**src/design/timer_limit_defs.svh**
```systemverilog
// Constants of the one-shot period timer and its limit control register
`ifndef TIMER_LIMIT_DEFS_SVH
`define TIMER_LIMIT_DEFS_SVH

// Register addresses
`define ADDR_LIMIT_CONTROL 4'h0
`define ADDR_RUN_CONTROL   4'h1
`define ADDR_PERIOD        4'h2
`define ADDR_PULSE_WIDTH   4'h3
`define ADDR_COUNT         4'h4
`define ADDR_STATUS        4'h5

// Field positions of the limit control register
`define PRESCALER_SYNC_BIT 7
`define CLOCK_EDGE_BIT     6
`define RUN_SYNC_BIT       5
`define MODE_MSB           4

// Reset values and encodings
`define LIMIT_CONTROL_RESET 8'h00
`define MODE_ONE_SHOT       5'h08
`define RUN_SYNC_STAGES     2

`endif

```
**src/design/timer_limit_pkg.sv**
```systemverilog
// Types shared by the one-shot period timer
package timer_limit_pkg;

  typedef struct packed {
    logic [3:0] addr;
    logic [7:0] wdata;
    logic       wr;
    logic       rd;
  } reg_req_t;

  typedef enum logic [1:0] {
    phase_idle    = 2'b00,
    phase_running = 2'b01,
    phase_done    = 2'b10
  } phase_t;

endpackage

```
**src/design/period_timer_one_shot.sv**
```systemverilog
// Period-match timer with software-start one-shot mode and PWM drive
//
// Implementation choices: the address-and-strobe port and the address map.
`timescale 1ns/100ps
`include "timer_limit_defs.svh"

module period_timer_one_shot #(
  parameter int WIDTH = 8
) (
  // Clock and reset
  input  wire logic                       ref_clk,
  input  wire logic                       reset_n,
  // Timer input clock pin, sampled on ref_clk
  input  wire logic                       timer_input_clock,
  // Register port
  input  wire timer_limit_pkg::reg_req_t  reg_req,
  output logic [7:0]                      reg_rdata,
  // Timer outputs
  output logic                            pwm_drive,
  output logic                            period_match_pulse,
  output logic                            run_bit
);
  import timer_limit_pkg::*;

  logic [7:0]       hardware_limit_control;
  logic [WIDTH-1:0] period_value;
  logic [WIDTH-1:0] pulse_width_value;
  logic [WIDTH-1:0] timer_count;
  logic             clk_meta;
  logic             clk_sync;
  logic             clk_prev;
  logic             edge_raw;
  logic             edge_synced;
  logic             tick;
  logic [`RUN_SYNC_STAGES-1:0] run_pipe;
  logic             run_eff;
  logic             one_shot;
  logic             match_period;
  logic             match_width;
  logic             run_set_by_sw;
  phase_t           phase;
  phase_t           next_phase;
  logic             edge_rise;
  logic             edge_fall;
  logic             count_step;
  logic             one_shot_end;
  logic             control_write;
  logic             run_write;
  logic             period_write;
  logic             width_write;
  logic             count_write;
  logic             next_run_bit;
  logic [WIDTH-1:0] next_count;
  logic             next_pwm_drive;
  logic [7:0]       status_word;
  logic [7:0]       next_rdata;

  // Mode decode used by several processes
  function automatic logic is_one_shot(input logic [7:0] ctrl);
    return ctrl[`MODE_MSB:0] == `MODE_ONE_SHOT;
  endfunction

  // Write strobe decode shared by every writable register
  function automatic logic is_write(input reg_req_t req, input logic [3:0] addr);
    return req.wr && (req.addr == addr);
  endfunction

  // One write strobe per register; unmapped addresses match none
  assign control_write = is_write(reg_req, `ADDR_LIMIT_CONTROL);
  assign run_write     = is_write(reg_req, `ADDR_RUN_CONTROL);
  assign period_write  = is_write(reg_req, `ADDR_PERIOD);
  assign width_write   = is_write(reg_req, `ADDR_PULSE_WIDTH);
  assign count_write   = is_write(reg_req, `ADDR_COUNT);

  // Mode and run start decode
  assign one_shot      = is_one_shot(hardware_limit_control);
  assign run_set_by_sw = run_write && reg_req.wdata[0];

  // Input clock pin through two flip-flops before any logic reads it
  always_ff @(posedge ref_clk or negedge reset_n) begin
    if (!reset_n) begin
      clk_meta <= 1'b0;
      clk_sync <= 1'b0;
    end else begin
      clk_meta <= timer_input_clock;
      clk_sync <= clk_meta;
    end
  end

  // Previous synchronised level; resets to the idle low of the pin, so no false edge
  always_ff @(posedge ref_clk or negedge reset_n) begin
    if (!reset_n) begin
      clk_prev <= 1'b0;
    end else begin
      clk_prev <= clk_sync;
    end
  end

  // Rising and falling edges of the synchronised input clock
  assign edge_rise = !clk_prev && clk_sync;
  assign edge_fall = clk_prev && !clk_sync;

  // Active edge select
  assign edge_raw  = hardware_limit_control[`CLOCK_EDGE_BIT] ? edge_fall : edge_rise;

  // Optional extra register stage aligning the prescaled edge to the instruction clock
  // It costs one cycle of latency but keeps count reads coherent
  always_ff @(posedge ref_clk or negedge reset_n) begin
    if (!reset_n) begin
      edge_synced <= 1'b0;
    end else begin
      edge_synced <= edge_raw;
    end
  end
  assign tick = hardware_limit_control[`PRESCALER_SYNC_BIT] ? edge_synced : edge_raw;

  // Run bit pipeline clocked by active timer input edges; read only when run sync is on
  // Stopping is immediate; only a start waits for two input edges
  // With sync off the pipe still shifts but nothing reads it
  always_ff @(posedge ref_clk or negedge reset_n) begin
    if (!reset_n) begin
      run_pipe <= '0;
    end else if (edge_raw) begin
      run_pipe <= {run_pipe[`RUN_SYNC_STAGES-2:0], run_bit};
    end
  end
  assign run_eff = hardware_limit_control[`RUN_SYNC_BIT] ? (run_bit && run_pipe[`RUN_SYNC_STAGES-1])
                                                         : run_bit;

  // Equality compares: a count above the period runs on to wrap first
  assign match_period = timer_count == period_value;
  assign match_width  = timer_count == pulse_width_value;

  // A counting tick is an active input edge while the run bit is in effect
  assign count_step   = tick && run_eff;
  // The one-shot cycle ends on a counting tick at the period value
  assign one_shot_end = one_shot && count_step && match_period;

  // Limit control register; its fields steer the count, run, phase and drive processes below
  // Changing the edge select while running may give one stray count
  always_ff @(posedge ref_clk or negedge reset_n) begin
    if (!reset_n) begin
      hardware_limit_control <= `LIMIT_CONTROL_RESET;
    end else if (control_write) begin
      hardware_limit_control <= reg_req.wdata;
    end
  end

  // Period register; all ones after reset so a free run spans full scale
  always_ff @(posedge ref_clk or negedge reset_n) begin
    if (!reset_n) begin
      period_value <= '1;
    end else if (period_write) begin
      period_value <= WIDTH'(reg_req.wdata);
    end
  end

  // Pulse-width compare register
  always_ff @(posedge ref_clk or negedge reset_n) begin
    if (!reset_n) begin
      pulse_width_value <= '0;
    end else if (width_write) begin
      pulse_width_value <= WIDTH'(reg_req.wdata);
    end
  end

  // Next run bit: software sets and clears, one-shot period match clears
  // A software write in the match cycle wins over the hardware clear
  always_comb begin
    next_run_bit = run_bit;
    if (run_write) begin
      next_run_bit = reg_req.wdata[0];
    end else if (one_shot_end) begin
      next_run_bit = 1'b0;
    end
  end

  // Run bit register
  always_ff @(posedge ref_clk or negedge reset_n) begin
    if (!reset_n) begin
      run_bit <= 1'b0;
    end else begin
      run_bit <= next_run_bit;
    end
  end

  // Next count: load, wrap at the period value, step, or hold when halted
  always_comb begin
    next_count = timer_count;
    if (count_write) begin
      next_count = WIDTH'(reg_req.wdata);
    end else if (count_step) begin
      if (match_period) begin
        next_count = '0;
      end else begin
        next_count = timer_count + 1'b1;
      end
    end
  end

  // Counter register
  // Halting leaves it unchanged, so a paused cycle resumes where it stood
  always_ff @(posedge ref_clk or negedge reset_n) begin
    if (!reset_n) begin
      timer_count <= '0;
    end else begin
      timer_count <= next_count;
    end
  end

  // Next cycle phase; pausing keeps the phase
  always_comb begin
    next_phase = phase;
    case (phase)
      phase_idle: begin
        if (run_set_by_sw) begin
          next_phase = phase_running;
        end
      end
      phase_running: begin
        if (one_shot_end) begin
          next_phase = phase_done;
        end
      end
      phase_done: begin
        if (run_set_by_sw) begin
          next_phase = phase_running;
        end
      end
      default: next_phase = phase_idle;
    endcase
  end

  // Cycle phase register
  // Only a software start leaves the done phase
  always_ff @(posedge ref_clk or negedge reset_n) begin
    if (!reset_n) begin
      phase <= phase_idle;
    end else begin
      phase <= next_phase;
    end
  end

  // Next drive: on with a run start, off at width match or at the cycle end
  always_comb begin
    next_pwm_drive = pwm_drive;
    if (run_set_by_sw && !run_bit) begin
      next_pwm_drive = 1'b1;
    end else if (count_step && match_width) begin
      next_pwm_drive = 1'b0;
    end else if (one_shot_end) begin
      next_pwm_drive = 1'b0;
    end
  end

  // PWM drive register
  // While run is cleared no tick counts, so the drive is stretched
  always_ff @(posedge ref_clk or negedge reset_n) begin
    if (!reset_n) begin
      pwm_drive <= 1'b0;
    end else begin
      pwm_drive <= next_pwm_drive;
    end
  end

  // Period match event, one cycle after the counting tick, in every mode
  always_ff @(posedge ref_clk or negedge reset_n) begin
    if (!reset_n) begin
      period_match_pulse <= 1'b0;
    end else begin
      period_match_pulse <= count_step && match_period;
    end
  end

  // Status word: cycle phase and drive level
  // The phase tells software whether a new start is armed
  assign status_word = {5'h00, phase, pwm_drive};

  // Read data selection; unmapped addresses and idle cycles read as zero
  always_comb begin
    next_rdata = 8'h00;
    if (reg_req.rd) begin
      case (reg_req.addr)
        `ADDR_LIMIT_CONTROL: next_rdata = hardware_limit_control;
        `ADDR_RUN_CONTROL:   next_rdata = {7'h00, run_bit};
        `ADDR_PERIOD:        next_rdata = 8'(period_value);
        `ADDR_PULSE_WIDTH:   next_rdata = 8'(pulse_width_value);
        `ADDR_COUNT:         next_rdata = 8'(timer_count);
        `ADDR_STATUS:        next_rdata = status_word;
        default:             next_rdata = 8'h00;
      endcase
    end
  end

  // Read data one cycle after the strobe, zero otherwise
  always_ff @(posedge ref_clk or negedge reset_n) begin
    if (!reset_n) begin
      reg_rdata <= 8'h00;
    end else begin
      reg_rdata <= next_rdata;
    end
  end

endmodule

```
**config.mk**
```make
export PLATFORM = sky130hd
export DESIGN_NAME = period_timer_one_shot
export DESIGN_NICKNAME = d
export VERILOG_FILES = /design/src/design/timer_limit_pkg.sv /design/src/design/period_timer_one_shot.sv
export VERILOG_INCLUDE_DIRS = /design/src /design/src/design
export SDC_FILE = /design/constraint.sdc
export NUM_CORES = 1
export LEC_CHECK = 0
export ABC_AREA = 1
export BUFFER_PORTS_ARGS = -buffer_cell sky130_fd_sc_hd__buf_2
export CORE_ASPECT_RATIO = 0.9
export CORE_MARGIN = 2
export CORE_UTILIZATION = 55
export CTS_CLUSTER_SIZE = 30
export DETAILED_ROUTE_END_ITERATION = 8
export PLACE_DENSITY = 0.81
export SLEW_MARGIN = 20
export SYNTH_ARGS = -nofsm -noshare
export SYNTH_HDL_FRONTEND = slang
export SYNTH_SLANG_ARGS = --single-unit
```
**constraint.sdc**
```tcl
create_clock -name ref_clk -period 1.9 [get_ports ref_clk]
set_input_delay 0 -clock ref_clk [delete_from_list [all_inputs] [get_ports ref_clk]]
set_output_delay 0 -clock ref_clk [all_outputs]
set_load 0.005 [all_outputs]
```
* Word-level counts from Yosys, hierarchy flattened
Cells that the tools add are included.
** Storage, ports and cells
- Output and inout bits :: 11
- Flip-flop bits (word level) :: 51
- Memory bits (read-only) :: 0
- Input bits :: 17
- Memories kept :: 0
- Memory bits (writable) :: 0
- Latch bits :: 0
** Cells by class
- Divide/modulo/power cells :: 0
- Mux-type cells :: 15
- Bitwise operators :: 0
- Multiply operators :: 0
- Magnitude comparators :: 0
- Shift operators :: 0
- Reduce and logical (&&, ||, !) cells :: 25
- $add $sub $neg :: 1
- Equal/unequal tests :: 12
** Operators with widths (count)
- 8-bit one-hot mux with 6 select lines :: 1
- 8-bit two-way mux :: 4
- 8-bit equality test :: 2
- 1-bit logical AND :: 15
- 8-bit by 1-bit adder with 8-bit output, second input constant :: 1
- 4-bit by 2-bit equality test with 1-bit output, second input constant :: 2
- 4-bit by 3-bit equality test with 1-bit output, second input constant :: 2
- 1-bit two-way mux :: 7
- 5-bit by 4-bit equality test with 1-bit output, second input constant :: 1
- 4-bit by 1-bit equality test with 1-bit output, second input constant :: 1
- 4-bit logical NOT :: 1
- 2-bit two-way mux :: 2
- 2-bit one-hot mux with 2 select lines :: 1
- 2-bit nonzero test :: 2
- 1-bit logical NOT :: 3
- 3-bit nonzero test :: 1
- 2-bit by 1-bit equality test with 1-bit output, second input constant :: 1
- 2-bit equality test, second input constant :: 1
- 2-bit logical NOT :: 1
- 2-bit by 1-bit != test with 1-bit output, second input constant :: 1
- 2-bit != test, second input constant :: 1
- 2-bit AND reduction :: 1
- 2-bit OR reduction :: 1

* Longest topological paths before layout
Gate-level depths: netlist (run 1).
- Depth after elaboration :: 10
- Gate-level depth with buffers :: 10
- Mapped depth without buffers :: 9

* Worst setup path before layout (run 1)
Ideal clock, no wire load.
- Kind :: register to register
- Start :: register period_value[2]
- End :: register run_bit
- Stages on the path, launching flop included :: 10
- Period minus slack after synthesis :: 1.282 ns
- Arrival time :: 1.164 ns
- Required time :: 1.782 ns
- Library setup time :: 0.118 ns
- Slack :: 0.618 ns
- Path through :: dfstp_2 inv_1 nand2_1 nand2_1 nor2_1 nand2_1 nor2_4 nand3_2 nand3_1 nand2_1
** Between the ends
- Cells in the longest elaborated chain, start to end :: 3
** Ends and longest elaborated chain
- start: declaration :: line period_timer_one_shot.sv:26 : logic [WIDTH-1:0] period_value;
- start signal: assignment :: line period_timer_one_shot.sv:154 : period_value <= WIDTH'(reg_req.wdata);
- 8-bit equality test :: line period_timer_one_shot.sv:131 : assign match_period = timer_count == period_value;
- 1-bit logical AND :: line period_timer_one_shot.sv:137 : assign one_shot_end = one_shot && count_step && match_period;
- 2-bit nonzero test (no source line)
- end signal: assignment :: line period_timer_one_shot.sv:183 : run_bit <= next_run_bit;
- end: declaration :: line period_timer_one_shot.sv:21 : output logic run_bit
No other way between the ends.
A chain may end at the register's enable or synchronous reset.

* Worst setup path in the final report (run 1)
- Start :: register period_value[0]
- End :: register pwm_drive
** Between the ends
- Cells in the longest elaborated chain, start to end :: 3
** Ends and longest elaborated chain
- 8-bit equality test :: line period_timer_one_shot.sv:131
- 1-bit logical AND :: line period_timer_one_shot.sv:137
- 3-bit nonzero test (no source line)
- end signal: assignment :: line period_timer_one_shot.sv:262 : pwm_drive <= next_pwm_drive;
- end: declaration :: line period_timer_one_shot.sv:19 : output logic pwm_drive,
No other way between the ends.

==> flow_metrics.py, run 1 <==
metrics = {
    "logic_synthesis": {
        "synth.ff_latch_count": 51,
        "synth_sequential_area_ratio_pct": 48.6,
        "synth_cells": 341,
        "post-synth-top-area-fraction_pct": 40.7,
        "synth.largest_area_cell": "sky130_fd_sc_hd__dfrtp_1",
        "syn_area_mm2": 0.00265,
        "netlist_top_cells_area": "sky130_fd_sc_hd__dfrtp_1 41%, sky130_fd_sc_hd__nand2_1 13%, sky130_fd_sc_hd__dfstp_2 7.9%",
        "synth.avg_cell_area_um2": 7.76,
        "post_synth_cell_types": 26,
        "ys.warnings.count": 0,
        "postSynthNetCount": 359,
    },
    "cts": {
        "worstSkewPairLatency_ns": 0.31,
        "numClockSinks": 51,
        "cts.clk_slew.worst_paths_ns": 0.09,
        "cts_inserted_buffers": 5,
        "tritoncts": "yes",
        "cts.htree.levels": 2,
        "cts_setup_buffers": 0,
        "clock_root_buffer": "sky130_fd_sc_hd__clkbuf_8",
        "clk_path_buf_depth": 2,
    },
    "sta": {
        "fin_setup_tns_ns": 0,
        "maxClockFrequency_mhz": 670,
        "worst_slack_ns": 0.407,
        "worst_pin_slew_ns": 0.627,
        "setup-violations-final": 0,
        "fin_worst_hold_slack_ns": -0.00391,
        "fin_skew_ns": 0.00826,
        "final_period_minus_worst_setup_slack_ns": 1.49,
        "slew_headroom_pct": 58.2,
        "final_min_period_over_clock_period_pct": 78.6,
        "report.final.hold_viol_count": 1,
        "timing_max_transition_violations_final": 0,
        "grt_setup_unrepaired": "no",
    },
    "placement": {
        "buffer_ports.inserted": 27,
        "place_hpwl_um": 4340,
        "place.gp.congestion": 0.926,
        "dp.cells": 426,
        "worst_slack_after_detailed_placement_ns": 0.433,
        "dpl-instance-area_mm2": 0.00284,
    },
    "outcome": {
        "failing_checks": "negative hold slack",
        "run_status": "finished, violations left",
    },
    "drt": {
        "antenna_left": 0,
        "post_drt_wl_per_cell_um": 14.0,
        "drt_pre_antenna_iters": 5,
        "detail_route.iter0.violations": 214,
        "route.detailed.vias_per_inst": 5.42,
        "wl_um": 6200,
        "drt_drc_violations_left": 0,
        "via_count": 2397,
    },
    "layout": {
        "numnets_final": 397,
        "area_growth_syn_to_layout_pct": 14.8,
        "fin_area_mm2": 0.00304,
        "drive_gt1_share_pct": 17.1,
        "stdcell_count": 442,
        "antennaDiodeCount": 0,
        "fillCellCount": 404,
        "finish.utilization_pct": 66.8,
    },
    "floorplan": {
        "die_span_y_um": 69.8,
        "core.rowCount": 23,
        "fp.dieArea_mm2": 0.00538,
        "floorplan.initialDensity_pct": 58.2,
        "ioPinCount": 28,
        "floorplan.core_area_mm2": 0.00455,
        "dieWidth_um": 77.1,
    },
    "power": {
        "pwrdens_mw_per_mm2": 1130,
        "ir_worst_vdd_mv": 0.640,
        "pnr_total_power_mw": 3.44,
        "power.static_leakage_nw": 1.54,
    },
    "worst_setup_path": {
        "critical_path_s_slowest_cell": "sky130_fd_sc_hd__dfstp_2",
        "worstSetupPathType": "flop to flop",
        "rr_endpoint": "pwm_drive",
        "cp_common_cell": "sky130_fd_sc_hd__nand2_1",
        "cp_data_required_time_ns": 2.11,
        "critical_path_arrival_ns": 1.70,
        "timing.critical_path.cells": "inv_1, nand2_1, nand2_1, nor2_1, nand2_1, nor2_4, nand3_2, nand3_1, nand2_1",
        "critPathMaxFanout": 4,
        "r2r_start": "period_value[0]",
        "maximum_cell_stage_delay_along_the_critical_path_ns": 0.55,
        "critPathCaptureType": "flop",
        "rrSetupSlack_ns": 0.41,
        "r2r_cells": 9,
        "worst_setup_path_start_kind": "flop",
    },
    "worst_hold_path": {
        "hp_class": "input port to flop",
        "whs_endpoint": "hardware_limit_control[4]",
        "worst_hold_launch": "reg_req[6]",
        "hold_path_depth": 3,
    },
    "grt": {
        "first_global_vias": 2207,
        "antenna_found_initial": 0,
        "grt_remaining_overflow": 0,
        "tot_gr_track_use_pct": 25.1,
        "grt_start_max_net_pins": 52,
        "grt_first_pass_wirelength_um": 10600,
    },
    "flow_run": {
        "max-cap-violations": 0,
    },
}
## power by group
| group | total (mW) | leakage [nW] | internal, mW | switching (mW) |
|---|---|---|---|---|
| sequential | 1.59 | 0.633 | 1.35 | 0.247 |
| combinational | 1.07 | 0.848 | 0.418 | 0.647 |
| clock | 0.786 | 0.0612 | 0.426 | 0.360 |
| total | 3.44 | 1.54 | 2.19 | 1.25 |
## worst max-delay path by stage
| stage | start | endpoint | slack, ns | depth (start not counted) |
|---|---|---|---|---|
| floorplan | period_value[2] | run_bit | 0.62 | 9 |
| CTS | period_value[0] | run_bit | 0.42 | 9 |
| global route | clk_sync | timer_count[7] | 0.29 | 9 |
| global placement | period_value[2] | run_bit | 0.45 | 9 |
| finish | period_value[0] | pwm_drive | 0.41 | 9 |
| detailed placement | period_value[6] | run_bit | 0.43 | 9 |
## kinds of logic (layout without fill, tap and decap cells)
group / Yosys count / in the layout / share of synthesized area [%]
xor+xnor: 11 / 11 / 3.64
flops: 51 / 51 / 48.6
fa+ha+maj: 1 / 1 / 0.473
buf+inv: 63 / 102 / 9.51
simple gates: 159 / 159 / 26.4
compound gates: 56 / 56 / 11.4
## cell type report
type | count | area (um^2) | area share, %
Clock inverter | 2 | 35.0 | 1.15
Timing Repair Buffer | 38 | 238 | 7.83
Multi-Input combinational cell | 227 | 1110 | 36.5
Sequential cell | 51 | 1290 | 42.4
Clock buffer | 6 | 82.6 | 2.72
Inverter | 56 | 210 | 6.92
Tap cell | 62 | 77.6 | 2.55
## layer usage
metal,vias to the layer above,global-route usage (%),share of wire (%)
met2,115,38.4,45
met3,12,4.43,8.5
li1,1156,-,-
met4,0,7.74,1.4
met5,-,0,0
met1,1114,36.6,45
## synthesized netlist by cell type, drive strengths merged
cell type / n
nand2: 93
inv: 56
dfrtp: 43
o21ai: 37
nor2: 34
nand3: 25
o22ai: 15
dfstp: 8
buf: 6
xnor2: 6
xor2: 5
a21oi: 3
nand4: 3
nor3: 3
a31oi: 1
clkbuf: 1
ha: 1
or2: 1
## placed cells by master, fill, tap and decap left out, types with 2 or more instances in the layout
master	count
sky130_fd_sc_hd__o21ai_0	18
sky130_fd_sc_hd__nand2_2	4
sky130_fd_sc_hd__inv_2	5
sky130_fd_sc_hd__nor3_1	3
sky130_fd_sc_hd__nand4_1	2
sky130_fd_sc_hd__dfstp_2	8
sky130_fd_sc_hd__buf_4	3
sky130_fd_sc_hd__dfrtp_1	43
sky130_fd_sc_hd__xor2_1	5
sky130_fd_sc_hd__inv_1	51
sky130_fd_sc_hd__nor2_4	2
sky130_fd_sc_hd__buf_2	27
sky130_fd_sc_hd__nand3_2	3
sky130_fd_sc_hd__nand3_1	22
sky130_fd_sc_hd__o22ai_1	15
sky130_fd_sc_hd__nor2_2	4
sky130_fd_sc_hd__nor2_1	28
sky130_fd_sc_hd__a21oi_1	3
sky130_fd_sc_hd__clkbuf_8	6
sky130_fd_sc_hd__o21ai_1	19
sky130_fd_sc_hd__nand2_1	89
sky130_fd_sc_hd__xnor2_1	6
sky130_fd_sc_hd__dlygate4sd3_1	8
## sequential cells by signal, indices dropped and copies added, names as in the netlist
signal and cells:
clk_meta 1, clk_prev 1, clk_sync 1, edge_synced 1, hardware_limit_control 8, period_match_pulse 1, period_value 8, phase 2
pulse_width_value 8, pwm_drive 1, reg_rdata 8, run_bit 1, run_pipe 2, timer_count 8
## timing repair
action | CTS | global route
gates resized for setup | 0 | 0
endpoints found under the setup margin | 0 | 0
hold buffers | 8 | 0
endpoints found under the hold margin | 56 | 0
## critical path: cells and delay by family (launching register included)
kind / cells / cell delay [ns]
simple gates: 8 / 0.78
buf+inv: 1 / 0.06
flops: 1 / 0.55
Note: power is estimated with default switching activity, not from simulation.
==> run 2: changes to the inputs <==
--- a/config.mk
+++ b/config.mk
@@ -10,10 +10,10 @@
 export BUFFER_PORTS_ARGS = -buffer_cell sky130_fd_sc_hd__buf_2
 export CORE_ASPECT_RATIO = 0.9
 export CORE_MARGIN = 2
-export CORE_UTILIZATION = 55
+export CORE_UTILIZATION = 53
 export CTS_CLUSTER_SIZE = 30
 export DETAILED_ROUTE_END_ITERATION = 8
-export PLACE_DENSITY = 0.81
+export PLACE_DENSITY = 0.82
 export SLEW_MARGIN = 20
 export SYNTH_ARGS = -nofsm -noshare
 export SYNTH_HDL_FRONTEND = slang
==> constraint.sdc (replaced) <==
create_clock -name ref_clk -period 1.3 [get_ports ref_clk]
set_input_delay 0 -clock ref_clk [delete_from_list [all_inputs] [get_ports ref_clk]]
set_output_delay 0 -clock ref_clk [all_outputs]
set_load 0.005 [all_outputs]
==> run 2 against run 1 <==
- the run ends with negative setup slack left
- final cell count up 8.8%
- critical path type unchanged
- clock power grew 19%
- count of clock-buffer cells in the layout fell by 1
==> flow_metrics.py, run 2 (synthesized netlist as in run 1, its figures left out) <==
metrics = {
    "floorplan": {
        "fp.dieArea_mm2": 0.00557,
        "core.rowCount": 24,
        "ioPinCount": 28,
        "die_span_y_um": 71.0,
        "floorplan.initialDensity_pct": 54.7,
        "dieWidth_um": 78.5,
        "floorplan.core_area_mm2": 0.00483,
    },
    "sta": {
        "fin_worst_hold_slack_ns": 0.00357,
        "final_period_minus_worst_setup_slack_ns": 1.49,
        "final_min_period_over_clock_period_pct": 115,
        "grt_setup_unrepaired": "yes",
        "report.final.hold_viol_count": 0,
        "maxClockFrequency_mhz": 670,
        "slew_headroom_pct": 73.3,
        "setup-violations-final": 13,
        "timing_max_transition_violations_final": 0,
        "fin_skew_ns": 0.00748,
        "worst_slack_ns": -0.192,
        "worst_pin_slew_ns": 0.399,
    },
    "worst_setup_path": {
        "r2r_cells": 9,
        "critPathMaxFanout": 4,
        "worstSetupPathType": "flop to flop",
        "cp_data_required_time_ns": 1.51,
        "critPathCaptureType": "flop",
        "worst_setup_path_start_kind": "flop",
        "critical_path_s_slowest_cell": "sky130_fd_sc_hd__dfstp_2",
        "timing.critical_path.cells": "inv_1, nand2_1, nand2_1, nor2_2, nand2_2, nor2_4, nand3_4, nand2_1, o21ai_1",
        "maximum_cell_stage_delay_along_the_critical_path_ns": 0.55,
        "rrSetupSlack_ns": -0.19,
        "r2r_start": "period_value[4]",
        "rr_endpoint": "phase[0]",
        "cp_common_cell": "sky130_fd_sc_hd__nand2_1",
        "critical_path_arrival_ns": 1.71,
    },
    "outcome": {
        "failing_checks": "negative setup slack",
        "run_status": "finished, violations left",
    },
    "layout": {
        "stdcell_count": 481,
        "layout_commonest_cell": "sky130_fd_sc_hd__nand2_1",
        "area_growth_syn_to_layout_pct": 28.7,
        "final_cell_mix": "82 x sky130_fd_sc_hd__nand2_1, 44 x sky130_fd_sc_hd__inv_1, 42 x sky130_fd_sc_hd__dfrtp_1, 36 x sky130_fd_sc_hd__buf_4, 27 x sky130_fd_sc_hd__buf_2",
        "antennaDiodeCount": 0,
        "drive_gt1_share_pct": 30.8,
        "numnets_final": 433,
        "fillCellCount": 345,
    },
    "grt": {
        "grt_start_max_net_pins": 52,
        "tot_gr_track_use_pct": 26.9,
        "antenna_found_initial": 0,
        "grt_first_pass_wirelength_um": 11600,
        "first_global_vias": 2530,
        "grt_remaining_overflow": 0,
    },
    "drt": {
        "drt_drc_violations_left": 0,
        "detail_route.iter0.violations": 232,
        "via_count": 2669,
        "wl_um": 7260,
        "post_drt_wl_per_cell_um": 15.1,
        "antenna_left": 0,
        "drt_pre_antenna_iters": 5,
        "route.detailed.vias_per_inst": 5.55,
    },
    "flow_run": {
        "max-cap-violations": 0,
    },
    "cts": {
        "cts_inserted_buffers": 5,
        "clock_root_buffer": "sky130_fd_sc_hd__clkbuf_8",
        "numClockSinks": 51,
        "worstSkewPairLatency_ns": 0.32,
        "clk_path_buf_depth": 2,
        "tritoncts": "yes",
        "cts.clk_slew.worst_paths_ns": 0.10,
        "cts.htree.levels": 2,
    },
    "power": {
        "power.static_leakage_nw": 1.71,
        "ir_worst_vdd_mv": 0.914,
        "pwrdens_mw_per_mm2": 1650,
    },
    "worst_hold_path": {
        "hp_class": "input port to flop",
        "hold_path_depth": 3,
        "whs_endpoint": "pulse_width_value[4]",
        "worst_hold_launch": "reg_req[6]",
    },
    "placement": {
        "dp.cells": 462,
        "place_hpwl_um": 4980,
        "buffer_ports.inserted": 27,
        "place.gp.congestion": 0.925,
    },
}
==> run 2: changes by cell type in the layout (fill, tap and decap cells not counted), sizes merged <==
cell / before / now
clkbuf: 6 / 5
bufinv: 1 / 0
dlygate4sd3: 8 / 9
buf: 30 / 65
clkinvlp: 0 / 2
==> run 2: worst max-delay path by stage <==
stage,depth (start not counted),from,to
5_1_grt,9,period_value[3],run_bit
4_1_cts,9,period_value[2],pwm_drive
3_5_place_dp,9,period_value[2],pwm_drive
2_1_floorplan,9,period_value[2],run_bit
6_report,9,period_value[4],phase[0]
3_3_place_gp,9,period_value[2],run_bit
==> run 2: report_power, final <==
part | total [mW] | internal [mW] | switching, mW
registers | 2.31 | 1.97 | 0.345
logic | 2.36 | 1.08 | 1.27
clock network | 0.932 | 0.375 | 0.556
==> run 2: metrics by stage <==
stage / instance area, um^2 / setup TNS, ns / setup slack (ns) / utilization, % / power (mW)
detailed placement: 3120 / -1.25 / -0.125 / 64.4 / 4.36
global route: 3400 / -3.17 / -0.282 / 70.4 / 5.94
finish: 3400 / -2.11 / -0.192 / 70.4 / 5.60
CTS: 3310 / -1.28 / -0.123 / 68.5 / 5.34
floorplan: 2650 / 0 / 0.0180 / - / 3.45
global placement: 3120 / -1.00 / -0.0942 / 64.4 / 4.25
==> run 2: critical path: cells and delay by family (launching register included) <==
family / cells / cell delay (ns)
flip-flops: 1 / 0.55
buffers and inverters: 1 / 0.05
AND/OR/NAND/NOR: 7 / 0.71
AO/OA/AOI/OAI: 1 / 0.05
==> run 2: final cells by class <==
| type | count | area (um^2) | area share, % |
|---|---|---|---|
| clock buffer | 5 | 68.8 | 2.02 |
| clock inverter | 3 | 20.0 | 0.588 |
| inverter | 56 | 210 | 6.17 |
| multi-input combinational | 227 | 1200 | 35.3 |
| sequential | 51 | 1290 | 37.8 |
| tap | 65 | 81.3 | 2.39 |
| timing repair buffer | 74 | 536 | 15.7 |
==> run 2: what timing repair did <==
action	CTS	global route
pin swaps	2	15
endpoints found under the setup margin	13	14
resized for setup	6	27
setup buffers	1	1
hold buffers	9	0
endpoints found under the hold margin	69	0
==> run 2: routing by layer <==
layer,wire length (um),GRT usage (%)
met2,3400,42.0
met5,0,0
met4,194,10.9
met3,550,7.14
met1,3110,36.2
